$ cat src/dso_consts.vh
// constants for the drive status output and fault reset block
`ifndef DSO_CONSTS_VH
`define DSO_CONSTS_VH
// register byte offsets
`define DSO_OFF_CTRL  6'h00
`define DSO_OFF_ADLY  6'h04
`define DSO_OFF_FLVL  6'h08
`define DSO_OFF_CLVL  6'h0C
`define DSO_OFF_TLVL  6'h10
`define DSO_OFF_ASGN  6'h14
`define DSO_OFF_BIND  6'h18
`define DSO_OFF_FLT   6'h1C
`define DSO_OFF_STAT  6'h20
// control register fields
`define DSO_CTRL_2WIRE  0
`define DSO_CTRL_AREN   1
`define DSO_CTRL_CNT_LO 2
`define DSO_CTRL_CNT_HI 4
`define DSO_CTRL_PHEN   5
`define DSO_CTRL_FKEY   6
`define DSO_CTRL_AI2MA  7
// bind register fields
`define DSO_BIND_FN_LO  0
`define DSO_BIND_FN_HI  3
`define DSO_BIND_IDX_LO 8
`define DSO_BIND_IDX_HI 10
`define DSO_BIND_EN     15
// reset values
`define DSO_RST_CTRL 8'h04
`define DSO_RST_ADLY 10'h001
`define DSO_RST_FLVL 10'h000
`define DSO_RST_CLVL 8'h6E
`define DSO_RST_TLVL 8'h64
`define DSO_RST_ASGN 32'h00000000
// setting limits (frequency in 0.1 Hz, current input in 0.1 mA)
`define DSO_FLVL_MAX 10'h2D0
`define DSO_CLVL_MIN 8'h0A
`define DSO_CLVL_MAX 8'h6E
`define DSO_TLVL_MAX 8'hC8
`define DSO_ADLY_MIN 10'h001
`define DSO_ADLY_MAX 10'h258
`define DSO_CNT_MIN  3'h1
`define DSO_CNT_MAX  3'h5
`define DSO_LOF_LVL  8'h1E
`define DSO_THALM_S  10'h03C
// timing
`define DSO_CLK_HZ    25000000
`define DSO_OUTAGE_MS 1000
`define DSO_TICK_MS   1000
// output function codes
`define DSO_FN_NONE  4'h0
`define DSO_FN_READY 4'h1
`define DSO_FN_RUN   4'h2
`define DSO_FN_ATSPD 4'h3
`define DSO_FN_KEYPD 4'h4
`define DSO_FN_AUTO  4'h5
`define DSO_FN_ILIM  4'h6
`define DSO_FN_FAULT 4'h7
`define DSO_FN_THALM 4'h8
`define DSO_FN_LOF   4'h9
`define DSO_FN_FLVL  4'hA
`define DSO_FN_CLVL  4'hB
`define DSO_FN_TLVL  4'hC
// fault classes: bits 0-10 hardware, 11-20 process, 20 serial link, 21-22 non-latching
`define DSO_NFLT      23
`define DSO_HW_MASK   23'h0007FF
`define DSO_PROC_MASK 23'h1FF800
`define DSO_AUTO_MASK 23'h0FF800
`define DSO_NL_MASK   23'h600000
`define DSO_NOUT      8
`endif

$ cat src/dso_core.v
// drive status outputs, level comparators and fault reset handling
// What this block does
// - ready when idle and not faulted
// - running needs run, no dc injection, no fault
// - at speed when output equals nonzero reference
// - command source high for keypad
// - mode output high in automatic
// - current limit output follows limit reached
// - fault function outputs; fixed relay de-energizes
// - thermal alarm 60 s ahead, large ratings
// - loss of follower below 3 mA
// - frequency level set above, clear below
// - current level 10 to 110 percent
// - thermal level 0 to 200 percent
// - function to many outputs; bound outputs locked
// - any fault switches power stage off
// - power off over 1 s resets all
// - long phase failure may act likewise
// - no reset while cause persists
// - hardware faults clear only by power removal
// - process faults clear by input or key
// - auto restart 2-wire only, not serial link
// - undervoltage and phase failure never latch
`timescale 1ns/1ps
`default_nettype none
`include "dso_consts.vh"
module dso_core #(
  parameter LARGE_RATING = 1,
  parameter OUTAGE_CYC   = `DSO_CLK_HZ / 1000 * `DSO_OUTAGE_MS,
  parameter TICK_CYC     = `DSO_CLK_HZ / 1000 * `DSO_TICK_MS
) (
  // clock and reset
  input  wire        clk_i,
  input  wire        rst_i,
  // avalon-mm slave
  input  wire [5:0]  avs_address_i,
  input  wire        avs_read_i,
  input  wire        avs_write_i,
  input  wire [31:0] avs_writedata_i,
  input  wire [3:0]  avs_byteenable_i,
  output wire [31:0] avs_readdata_o,
  output wire        avs_waitrequest_o,
  // drive control core state
  input  wire        run_cmd_i,
  input  wire        dc_inj_i,
  input  wire        bypass_en_i,
  input  wire        seq_in_i,
  input  wire        keypad_cmd_i,
  input  wire        auto_mode_i,
  input  wire        cur_limit_i,
  input  wire [9:0]  freq_out_i,
  input  wire [9:0]  freq_ref_i,
  input  wire [7:0]  current_pct_i,
  input  wire [7:0]  motor_therm_pct_i,
  input  wire [9:0]  drv_trip_eta_s_i,
  input  wire [7:0]  second_analog_current_input_i,
  input  wire [22:0] fault_cond_i,
  // plant pins
  input  wire        pwr_ok_i,
  input  wire        phase_fail_i,
  input  wire        assignable_logic_input_i,
  // outputs
  output wire [3:0]  assignable_logic_output_o,
  output wire [3:0]  assignable_relay_output_o,
  output wire        dedicated_fault_relay_o,
  output wire        pwr_stage_en_o
);
  localparam AR_IDLE = 2'b00;
  localparam AR_WAIT = 2'b01;
  localparam AR_LOCK = 2'b10;
  localparam integer OUT_N  = OUTAGE_CYC;
  localparam integer TICK_N = TICK_CYC;
  localparam [24:0] OUT_LIM  = OUT_N[24:0];
  localparam [24:0] TICK_LIM = TICK_N[24:0];

  // registers
  reg [7:0]  ctrl_reg;
  reg [9:0]  adly_reg;
  reg [9:0]  flvl_reg;
  reg [7:0]  clvl_reg;
  reg [7:0]  tlvl_reg;
  reg [31:0] asgn_reg;
  reg [7:0]  bind_reg;
  reg        ack_reg;
  reg [31:0] rdata_reg;
  reg        fkey_reg;
  // pin synchronisers
  reg [1:0]  pwr_s_reg;
  reg [1:0]  ph_s_reg;
  reg [1:0]  li_s_reg;
  reg        li_d_reg;
  // fault state
  reg [22:0] flt_reg;
  reg [24:0] out_cnt_reg;
  reg        man_rst_reg;
  reg        nl_hold_reg;
  reg [24:0] tick_cnt_reg;
  reg        tick_reg;
  reg [1:0]  ar_state_reg;
  reg [1:0]  ar_state_next;
  reg [9:0]  ar_dly_reg;
  reg [2:0]  ar_tries_reg;
  reg        ar_clr;
  // outputs
  reg [7:0]  out_reg;
  reg        relay_reg;
  reg        pwr_en_reg;
  wire       fault_any;

  wire        req      = avs_read_i | avs_write_i;
  wire        wr_en    = avs_write_i & ack_reg;
  wire [5:0]  word_a   = {avs_address_i[5:2], 2'b00};
  wire [31:0] be_mask  = {{8{avs_byteenable_i[3]}}, {8{avs_byteenable_i[2]}},
                          {8{avs_byteenable_i[1]}}, {8{avs_byteenable_i[0]}}};

  function [31:0] merge;
    input [31:0] old_v;
    input [31:0] new_v;
    input [31:0] m;
    begin
      merge = (old_v & ~m) | (new_v & m);
    end
  endfunction

  // merged write values, clamped to the settable ranges
  wire [31:0] ctrl_w = merge({24'h000000, ctrl_reg}, avs_writedata_i, be_mask);
  wire [31:0] adly_w = merge({22'h000000, adly_reg}, avs_writedata_i, be_mask);
  wire [31:0] flvl_w = merge({22'h000000, flvl_reg}, avs_writedata_i, be_mask);
  wire [31:0] clvl_w = merge({24'h000000, clvl_reg}, avs_writedata_i, be_mask);
  wire [31:0] tlvl_w = merge({24'h000000, tlvl_reg}, avs_writedata_i, be_mask);
  wire [31:0] asgn_w = merge(asgn_reg, avs_writedata_i, be_mask);
  wire [2:0]  cnt_w  = ctrl_w[`DSO_CTRL_CNT_HI:`DSO_CTRL_CNT_LO];
  wire [2:0]  cnt_c  = (cnt_w < `DSO_CNT_MIN) ? `DSO_CNT_MIN :
                       (cnt_w > `DSO_CNT_MAX) ? `DSO_CNT_MAX : cnt_w;
  wire [31:0] asgn_lock;
  wire [2:0]  bind_idx = avs_writedata_i[`DSO_BIND_IDX_HI:`DSO_BIND_IDX_LO];

  wire two_wire = ctrl_reg[`DSO_CTRL_2WIRE];
  wire ar_en    = ctrl_reg[`DSO_CTRL_AREN];
  wire ph_en    = ctrl_reg[`DSO_CTRL_PHEN];
  wire ai2_ma   = ctrl_reg[`DSO_CTRL_AI2MA];

  // avalon slave: one wait state, write lands on the edge waitrequest is low
  assign avs_waitrequest_o = req & ~ack_reg;
  assign avs_readdata_o    = rdata_reg;

  genvar g;
  generate
    for (g = 0; g < `DSO_NOUT; g = g + 1) begin : g_lock
      assign asgn_lock[4*g+3:4*g] = {4{bind_reg[g]}};
    end
  endgenerate

  always @(posedge clk_i) begin
    if (rst_i) begin
      ack_reg  <= 1'b0;
      ctrl_reg <= `DSO_RST_CTRL;
      adly_reg <= `DSO_RST_ADLY;
      flvl_reg <= `DSO_RST_FLVL;
      clvl_reg <= `DSO_RST_CLVL;
      tlvl_reg <= `DSO_RST_TLVL;
      asgn_reg <= `DSO_RST_ASGN;
      bind_reg <= 8'h00;
      fkey_reg <= 1'b0;
    end else begin
      ack_reg  <= req & ~ack_reg;
      fkey_reg <= 1'b0;
      if (wr_en) begin
        case (word_a)
          `DSO_OFF_CTRL: begin
            ctrl_reg <= {ctrl_w[7], 1'b0, ctrl_w[5], cnt_c, ctrl_w[1:0]};
            fkey_reg <= ctrl_w[`DSO_CTRL_FKEY] & avs_byteenable_i[0];
          end
          `DSO_OFF_ADLY: adly_reg <= (adly_w[9:0] < `DSO_ADLY_MIN) ? `DSO_ADLY_MIN :
                                     (adly_w[9:0] > `DSO_ADLY_MAX) ? `DSO_ADLY_MAX : adly_w[9:0];
          `DSO_OFF_FLVL: flvl_reg <= (flvl_w[9:0] > `DSO_FLVL_MAX) ? `DSO_FLVL_MAX : flvl_w[9:0];
          `DSO_OFF_CLVL: clvl_reg <= (clvl_w[7:0] < `DSO_CLVL_MIN) ? `DSO_CLVL_MIN :
                                     (clvl_w[7:0] > `DSO_CLVL_MAX) ? `DSO_CLVL_MAX : clvl_w[7:0];
          `DSO_OFF_TLVL: tlvl_reg <= (tlvl_w[7:0] > `DSO_TLVL_MAX) ? `DSO_TLVL_MAX : tlvl_w[7:0];
          `DSO_OFF_ASGN: asgn_reg <= (asgn_reg & asgn_lock) | (asgn_w & ~asgn_lock);
          `DSO_OFF_BIND: begin
            asgn_reg[bind_idx*4 +: 4] <= avs_writedata_i[`DSO_BIND_FN_HI:`DSO_BIND_FN_LO];
            bind_reg[bind_idx]        <= avs_writedata_i[`DSO_BIND_EN];
          end
          default: ;
        endcase
      end
    end
  end

  // read data is captured in the wait cycle so it stands at the accept edge
  always @(posedge clk_i) begin
    if (rst_i) begin
      rdata_reg <= 32'h00000000;
    end else if (avs_read_i & ~ack_reg) begin
      case (word_a)
        `DSO_OFF_CTRL: rdata_reg <= {24'h000000, ctrl_reg};
        `DSO_OFF_ADLY: rdata_reg <= {22'h000000, adly_reg};
        `DSO_OFF_FLVL: rdata_reg <= {22'h000000, flvl_reg};
        `DSO_OFF_CLVL: rdata_reg <= {24'h000000, clvl_reg};
        `DSO_OFF_TLVL: rdata_reg <= {24'h000000, tlvl_reg};
        `DSO_OFF_ASGN: rdata_reg <= asgn_reg;
        `DSO_OFF_BIND: rdata_reg <= {24'h000000, bind_reg};
        `DSO_OFF_FLT:  rdata_reg <= {9'h000, flt_reg | (fault_cond_i & `DSO_NL_MASK)};
        `DSO_OFF_STAT: rdata_reg <= {15'h0000, nl_hold_reg, ar_tries_reg, ar_state_reg,
                                     relay_reg, pwr_en_reg, fault_any, out_reg};
        default:       rdata_reg <= 32'h00000000;
      endcase
    end
  end

  // pins cross into the clock domain through two flops before use
  always @(posedge clk_i) begin
    if (rst_i) begin
      pwr_s_reg <= 2'b00;
      ph_s_reg  <= 2'b00;
      li_s_reg  <= 2'b00;
      li_d_reg  <= 1'b0;
    end else begin
      pwr_s_reg <= {pwr_s_reg[0], pwr_ok_i};
      ph_s_reg  <= {ph_s_reg[0], phase_fail_i};
      li_s_reg  <= {li_s_reg[0], assignable_logic_input_i};
      li_d_reg  <= li_s_reg[1];
    end
  end

  wire outage   = ~pwr_s_reg[1] | (ph_en & ph_s_reg[1]);
  wire out_full = (out_cnt_reg == OUT_LIM);
  wire li_rst   = (li_s_reg[1] & ~li_d_reg) | fkey_reg;

  // outage timer; the manual reset fires when supply returns after the limit
  always @(posedge clk_i) begin
    if (rst_i) begin
      out_cnt_reg <= 25'h0000000;
      man_rst_reg <= 1'b0;
    end else begin
      man_rst_reg <= ~outage & out_full;
      if (~outage) begin
        out_cnt_reg <= 25'h0000000;
      end else if (~out_full) begin
        out_cnt_reg <= out_cnt_reg + 25'h0000001;
      end
    end
  end

  // one-second tick for the restart delay
  always @(posedge clk_i) begin
    if (rst_i) begin
      tick_cnt_reg <= 25'h0000000;
      tick_reg     <= 1'b0;
    end else begin
      tick_reg <= (tick_cnt_reg == TICK_LIM - 25'h0000001);
      if (tick_cnt_reg == TICK_LIM - 25'h0000001) begin
        tick_cnt_reg <= 25'h0000000;
      end else begin
        tick_cnt_reg <= tick_cnt_reg + 25'h0000001;
      end
    end
  end

  // fault latch: a clear only reaches bits whose cause has gone
  wire [22:0] clr_mask = ({23{man_rst_reg}} |
                          ({23{li_rst}} & `DSO_PROC_MASK) |
                          ({23{ar_clr}} & `DSO_AUTO_MASK)) & ~fault_cond_i;
  wire [22:0] nl_act   = fault_cond_i & `DSO_NL_MASK;
  assign fault_any = (|flt_reg) | (|nl_act);

  always @(posedge clk_i) begin
    if (rst_i) begin
      flt_reg <= 23'h000000;
    end else begin
      // set wins over clear in the same cycle
      flt_reg <= (flt_reg & ~clr_mask) | (fault_cond_i & ~`DSO_NL_MASK);
    end
  end

  // auto restart is offered only when every latched fault is auto-resettable
  wire ar_go = two_wire & ar_en & (|(flt_reg & `DSO_AUTO_MASK)) &
               ~(|(flt_reg & ~`DSO_AUTO_MASK));
  wire ar_due = tick_reg & (ar_dly_reg + 10'h001 >= adly_reg);
  wire ar_ok  = ~(|(fault_cond_i & flt_reg & `DSO_AUTO_MASK));

  always @* begin
    ar_state_next = ar_state_reg;
    ar_clr        = 1'b0;
    case (ar_state_reg)
      AR_IDLE: if (ar_go) ar_state_next = AR_WAIT;
      AR_WAIT: begin
        if (~ar_go) begin
          ar_state_next = AR_IDLE;
        end else if (ar_due & ar_ok) begin
          ar_clr        = 1'b1;
          ar_state_next = AR_IDLE;
        end else if (ar_due & (ar_tries_reg == 3'h1)) begin
          ar_state_next = AR_LOCK;
        end
      end
      AR_LOCK: if (~(|flt_reg)) ar_state_next = AR_IDLE;
      default: ar_state_next = AR_IDLE;
    endcase
  end

  always @(posedge clk_i) begin
    if (rst_i) begin
      ar_state_reg <= AR_IDLE;
      ar_dly_reg   <= 10'h000;
      ar_tries_reg <= 3'h0;
    end else begin
      ar_state_reg <= ar_state_next;
      if (ar_state_reg != AR_WAIT) begin
        ar_dly_reg   <= 10'h000;
        ar_tries_reg <= ctrl_reg[`DSO_CTRL_CNT_HI:`DSO_CTRL_CNT_LO];
      end else if (ar_due) begin
        ar_dly_reg   <= 10'h000;
        ar_tries_reg <= ar_tries_reg - 3'h1;
      end else if (tick_reg) begin
        ar_dly_reg <= ar_dly_reg + 10'h001;
      end
    end
  end

  // under 3-wire a cleared non-latching fault still needs a fresh run command
  always @(posedge clk_i) begin
    if (rst_i) begin
      nl_hold_reg <= 1'b0;
    end else if ((|nl_act) & ~two_wire) begin
      nl_hold_reg <= 1'b1;
    end else if (~run_cmd_i) begin
      nl_hold_reg <= 1'b0;
    end
  end

  // level comparators
  wire flvl_hit;
  wire clvl_hit;
  wire tlvl_hit;

  dso_level_cmp #(.SET_ON_EQ(0)) u_flvl (
    .clk_i   (clk_i),
    .rst_i   (rst_i),
    .value_i (freq_out_i),
    .level_i (flvl_reg),
    .above_o (flvl_hit)
  );

  dso_level_cmp #(.SET_ON_EQ(0)) u_clvl (
    .clk_i   (clk_i),
    .rst_i   (rst_i),
    .value_i ({2'b00, current_pct_i}),
    .level_i ({2'b00, clvl_reg}),
    .above_o (clvl_hit)
  );

  dso_level_cmp #(.SET_ON_EQ(1)) u_tlvl (
    .clk_i   (clk_i),
    .rst_i   (rst_i),
    .value_i ({2'b00, motor_therm_pct_i}),
    .level_i ({2'b00, tlvl_reg}),
    .above_o (tlvl_hit)
  );

  // function vector indexed by the output function code
  wire [15:0] fn_vec;
  assign fn_vec[`DSO_FN_NONE]  = 1'b0;
  assign fn_vec[`DSO_FN_READY] = ~run_cmd_i & ~fault_any;
  assign fn_vec[`DSO_FN_RUN]   = run_cmd_i & ~dc_inj_i & ~fault_any & (~bypass_en_i | seq_in_i);
  assign fn_vec[`DSO_FN_ATSPD] = run_cmd_i & (freq_ref_i != 10'h000) & (freq_out_i == freq_ref_i);
  assign fn_vec[`DSO_FN_KEYPD] = keypad_cmd_i;
  assign fn_vec[`DSO_FN_AUTO]  = auto_mode_i;
  assign fn_vec[`DSO_FN_ILIM]  = cur_limit_i;
  assign fn_vec[`DSO_FN_FAULT] = fault_any;
  assign fn_vec[`DSO_FN_THALM] = (LARGE_RATING != 0) & (drv_trip_eta_s_i <= `DSO_THALM_S);
  assign fn_vec[`DSO_FN_LOF]   = ai2_ma & (second_analog_current_input_i < `DSO_LOF_LVL);
  assign fn_vec[`DSO_FN_FLVL]  = flvl_hit;
  assign fn_vec[`DSO_FN_CLVL]  = clvl_hit;
  assign fn_vec[`DSO_FN_TLVL]  = tlvl_hit;
  assign fn_vec[15:13]         = 3'b000;

  // each output picks its function; codes may repeat across outputs
  wire [7:0] out_next;
  generate
    for (g = 0; g < `DSO_NOUT; g = g + 1) begin : g_out
      assign out_next[g] = fn_vec[asgn_reg[4*g+3:4*g]];
    end
  endgenerate

  // relay starts de-energized: a reset drive shows as faulted until evaluated
  always @(posedge clk_i) begin
    if (rst_i) begin
      out_reg    <= 8'h00;
      relay_reg  <= 1'b0;
      pwr_en_reg <= 1'b0;
    end else begin
      out_reg    <= out_next;
      relay_reg  <= ~fault_any;
      pwr_en_reg <= run_cmd_i & ~fault_any & ~outage & ~nl_hold_reg;
    end
  end

  assign assignable_logic_output_o = out_reg[3:0];
  assign assignable_relay_output_o = out_reg[7:4];
  assign dedicated_fault_relay_o   = relay_reg;
  assign pwr_stage_en_o            = pwr_en_reg;
endmodule // dso_core
`default_nettype wire

$ cat src/dso_level_cmp.v
// level comparator with set-above, clear-below holding
`timescale 1ns/1ps
`default_nettype none
module dso_level_cmp #(
  parameter SET_ON_EQ = 0
) (
  // clock and reset
  input  wire       clk_i,
  input  wire       rst_i,
  // compare
  input  wire [9:0] value_i,
  input  wire [9:0] level_i,
  output wire       above_o
);
  reg above_reg;
  wire set_w = (SET_ON_EQ != 0) ? (value_i >= level_i) : (value_i > level_i);

  // between set and clear the output holds; equality holds it unless SET_ON_EQ is set, then it sets
  always @(posedge clk_i) begin
    if (rst_i) begin
      above_reg <= 1'b0;
    end else if (set_w) begin
      above_reg <= 1'b1;
    end else if (value_i < level_i) begin
      above_reg <= 1'b0;
    end
  end

  assign above_o = above_reg;
endmodule // dso_level_cmp
`default_nettype wire

$ cat config.mk
export PLATFORM = sky130hd
export DESIGN_NAME = dso_core
export DESIGN_NICKNAME = d
export VERILOG_FILES = /design/src/dso_core.v /design/src/dso_level_cmp.v
export VERILOG_INCLUDE_DIRS = /design/src
export SDC_FILE = /design/constraint.sdc
export NUM_CORES = 1
export LEC_CHECK = 0
export ABC_CLOCK_PERIOD_IN_PS = 4120
export BUFFER_PORTS_ARGS = -buffer_cell sky130_fd_sc_hd__buf_2
export CORE_AREA = 4 4 142 280
export CTS_CLUSTER_SIZE = 14
export DETAILED_ROUTE_END_ITERATION = 10
export DIE_AREA = 0 0 146 284
export GPL_ROUTABILITY_DRIVEN = 0
export PLACE_DENSITY_LB_ADDON = 0.15
export RECOVER_POWER = 100
export SYNTH_ARGS = -nofsm -noshare
export SYNTH_HDL_FRONTEND = slang
export SYNTH_SLANG_ARGS = --single-unit
export TNS_END_PERCENT = 50
$ cat constraint.sdc
create_clock -name clk_i -period 4.12 [get_ports clk_i]
set_input_delay 0.412 -clock clk_i [delete_from_list [all_inputs] [get_ports clk_i]]
set_output_delay 0.412 -clock clk_i [all_outputs]
set_load 0.02 [all_outputs]
==> impl_metrics.py <==
metrics = {
    "run_status": {
        "status": "complete, but fails checks",
        "violations": "max-capacitance violations, max-slew violations",
    },
    "timing": {
        "rsz0062_at_grt": "no",
        "skew_ns": 0.02009,
        "worst_pin_slew_ns": 2.821,
        "slew_headroom": -0.8806,
        "finalSetupTns_ns": 0,
        "min_period_ns": 3.448,
        "setup_viol": 0,
        "slew_violations": 55,
        "fin_crit_sh": 0.8368,
        "finalHoldViolCount": 0,
        "fmax_mhz": 290.1,
    },
    "detailed_routing": {
        "vias_per_cell": 5.941,
        "drtIter0Drc": 852,
        "drc": 0,
        "dr.pass1.iters": 5,
        "wl_per_cell_um": 23.22,
        "final_antenna_net_count": 0,
        "vias": 12749,
        "wl_um": 49830,
    },
    "run": {
        "drv_cap": 1,
    },
    "floorplan": {
        "pin_count": 176,
        "die_x_um": 146,
        "start_util": 0.3473,
        "die_area_mm2": 0.04146,
        "die_y_um": 284,
        "core_mm2": 0.03741,
        "rows": 100,
    },
    "logic_synthesis": {
        "synth_nets": 1741,
        "yosysSeqAreaShare": 0.3513,
        "syn_area_per_cell_um2": 8.308,
        "ys.flop_type": "dfxtp_1",
        "synthArstFlopShare": 0,
        "ys_types": 86,
        "synth_edf_count": 0,
        "yosys_warnings": 0,
        "syn_inst": 1564,
        "synth_top_area_frac": 0.3513,
        "syn_area_mm2": 0.01299,
        "ys_seq_elements": 228,
        "synth_area_leaders": "dfxtp_1, nor2_1, ha_1",
        "synth_area_leader_cell": "dfxtp_1",
    },
    "clock_tree": {
        "cts.clk_slew.worst_paths_ns": 0.07,
        "cts_setup_buffers": 0,
        "htree_num_levels": 1,
        "cts_tree": "built",
        "clock_sinks": 228,
        "cts_resized": 0,
        "numCtsBuffers": 23,
        "clk_latency_ns": 0.54,
        "cts-root-buf": "clkbuf_16",
        "ctsHoldBuffers": 0,
        "clock_path_buffers": 3,
    },
    "worst_setup_path": {
        "r2r-end": "flt_reg[18]",
        "path_max_fanout": 9,
        "cp.arrival_ns": 3.86,
        "cp-start-kind": "register",
        "critPathKind": "register to register",
        "r2r_setup_slack_ns": 0.67,
        "worstPathRequired_ns": 4.53,
        "rr_worst_depth": 12,
        "worst_setup_path_end_kind": "register",
        "r2r_start": "ar_dly_reg[0]",
    },
    "grt": {
        "antenna_found_initial": 3,
        "grt_max_degree": 86,
        "met1_usage": 0.2243,
        "top_usage_layer": "met2",
        "grt_pass1_vias": 12669,
        "grt_first_pass_wirelength_um": 74920,
        "use_met3": 0.02812,
        "global_route.overflow_total": 0,
        "met2_usage": 0.4345,
        "grt_use_total": 0.2293,
    },
    "place": {
        "dpl.hpwl_um": 37760,
        "port_buffers": 172,
    },
    "hold_path": {
        "min_path_cells": 3,
        "hold_path_end": "flt_reg[4]",
        "min_from": "fault_cond_i[4]",
        "hold_path.class": "input pin to register",
    },
    "power_and_ir_drop": {
        "leakage_nw": 5.368,
        "peakVddDrop_mv": 0.2557,
        "power_density_mw_per_mm2": 331.4,
        "power_mw": 4.922,
    },
    "finish": {
        "area_delta_synth_final_pct": 14.32,
        "final_common_cell": "dfxtp_1",
        "fillCellCount": 3819,
        "nNetsFinal": 1848,
        "drive_above_1_share": 0.1251,
        "layout_common_cells": "dfxtp_1, nor2_1, buf_2",
        "fin_util": 0.3971,
    },
}
-- worst max-delay path by stage --
stage               slack (ns)            end          start
floorplan                 1.12    flt_reg[11]  ar_dly_reg[0]
global placement          0.97  ar_dly_reg[0]  ar_dly_reg[0]
detailed placement        0.95  ar_dly_reg[9]  ar_dly_reg[0]
CTS                       0.91  ar_dly_reg[4]  ar_dly_reg[0]
global route              0.32    flt_reg[13]  ar_dly_reg[0]
finish                    0.67    flt_reg[18]  ar_dly_reg[0]
-- through the flow --
step                cells  setup WS, ns  cell area, um2  hold slack [ns]
floorplan            1564         1.119           12990           0.4138
global placement     2105        0.9703           14180           0.4271
detailed placement   2105        0.9531           14180           0.4294
CTS                  2145        0.9092           14920          0.05199
global route         2145        0.3240           14850          0.07798
finish               2146        0.6724           14850          0.07844
-- report_power, final --
group | switching [mW] | internal, mW | total [mW]
logic | 0.309 | 0.169 | 0.478
registers | 0.0583 | 2.24 | 2.30
clock network | 0.938 | 1.21 | 2.15
total | 1.31 | 3.62 | 4.92
-- cell type report --
type	instances	area (um2)	area share
repair buffers	191	953.4	0.06418
clock buffers	31	635.6	0.04279
multi-input cells	1152	7736	0.5208
flip-flops and latches	228	4564	0.3073
inverters	75	281.5	0.01895
well taps	459	574.3	0.03866
diodes	1	2.502	0.0001685
clock inverters	9	106.4	0.007160
-- synth_stat cells, drive strengths merged (12+ instances only) --
cell	instances
nor4	32
o31ai	16
nand2	81
xnor2	40
clkbuf	82
buf	27
nor2b	22
a21oi	95
inv	75
nand4	28
ha	44
a222oi	17
mux2i	33
and2	12
a211oi	24
nand3b	13
or3	16
dfxtp	228
nor2	180
nor3	45
nand3	58
and3	25
nand2b	28
a22oi	40
a32oi	21
o21ai	50
xor2	29
-- logic make-up after synthesis --
| family | Yosys count | synth area share |
|---|---|---|
| and+or+nand+nor | 597 | 0.2451 |
| DFF | 228 | 0.3513 |
| adders and majority gates | 44 | 0.04237 |
| AOI/OAI and AO/OA | 400 | 0.2193 |
| buffers and inverters | 184 | 0.05450 |
| muxes | 42 | 0.04102 |
| xor gates and xnor gates | 69 | 0.04651 |
-- layer usage --
layer | up-vias | part of all wire | routed length [um]
met5 | - | 0.00018 | 9
met4 | 2 | 0.083 | 4153
met3 | 153 | 0.049 | 2448
met2 | 452 | 0.53 | 26410
met1 | 6114 | 0.34 | 16810
li1 | 6028 | - | -
-- critical path, cell delays in order (launching register included) --
cell and delay, ns:
dfxtp_1 0.40, ha_1 0.23, and3_1 0.24, and3_1 0.25, nand3_1 0.11, xnor2_1 0.14, ha_1 0.29, and4_1 0.21
a21boi_1 0.21, o21ai_1 0.21, a2111oi_0 0.50, clkbuf_1 0.40, o2bb2ai_1 0.14
No activity file was read; power rests on OpenSTA's default activity.
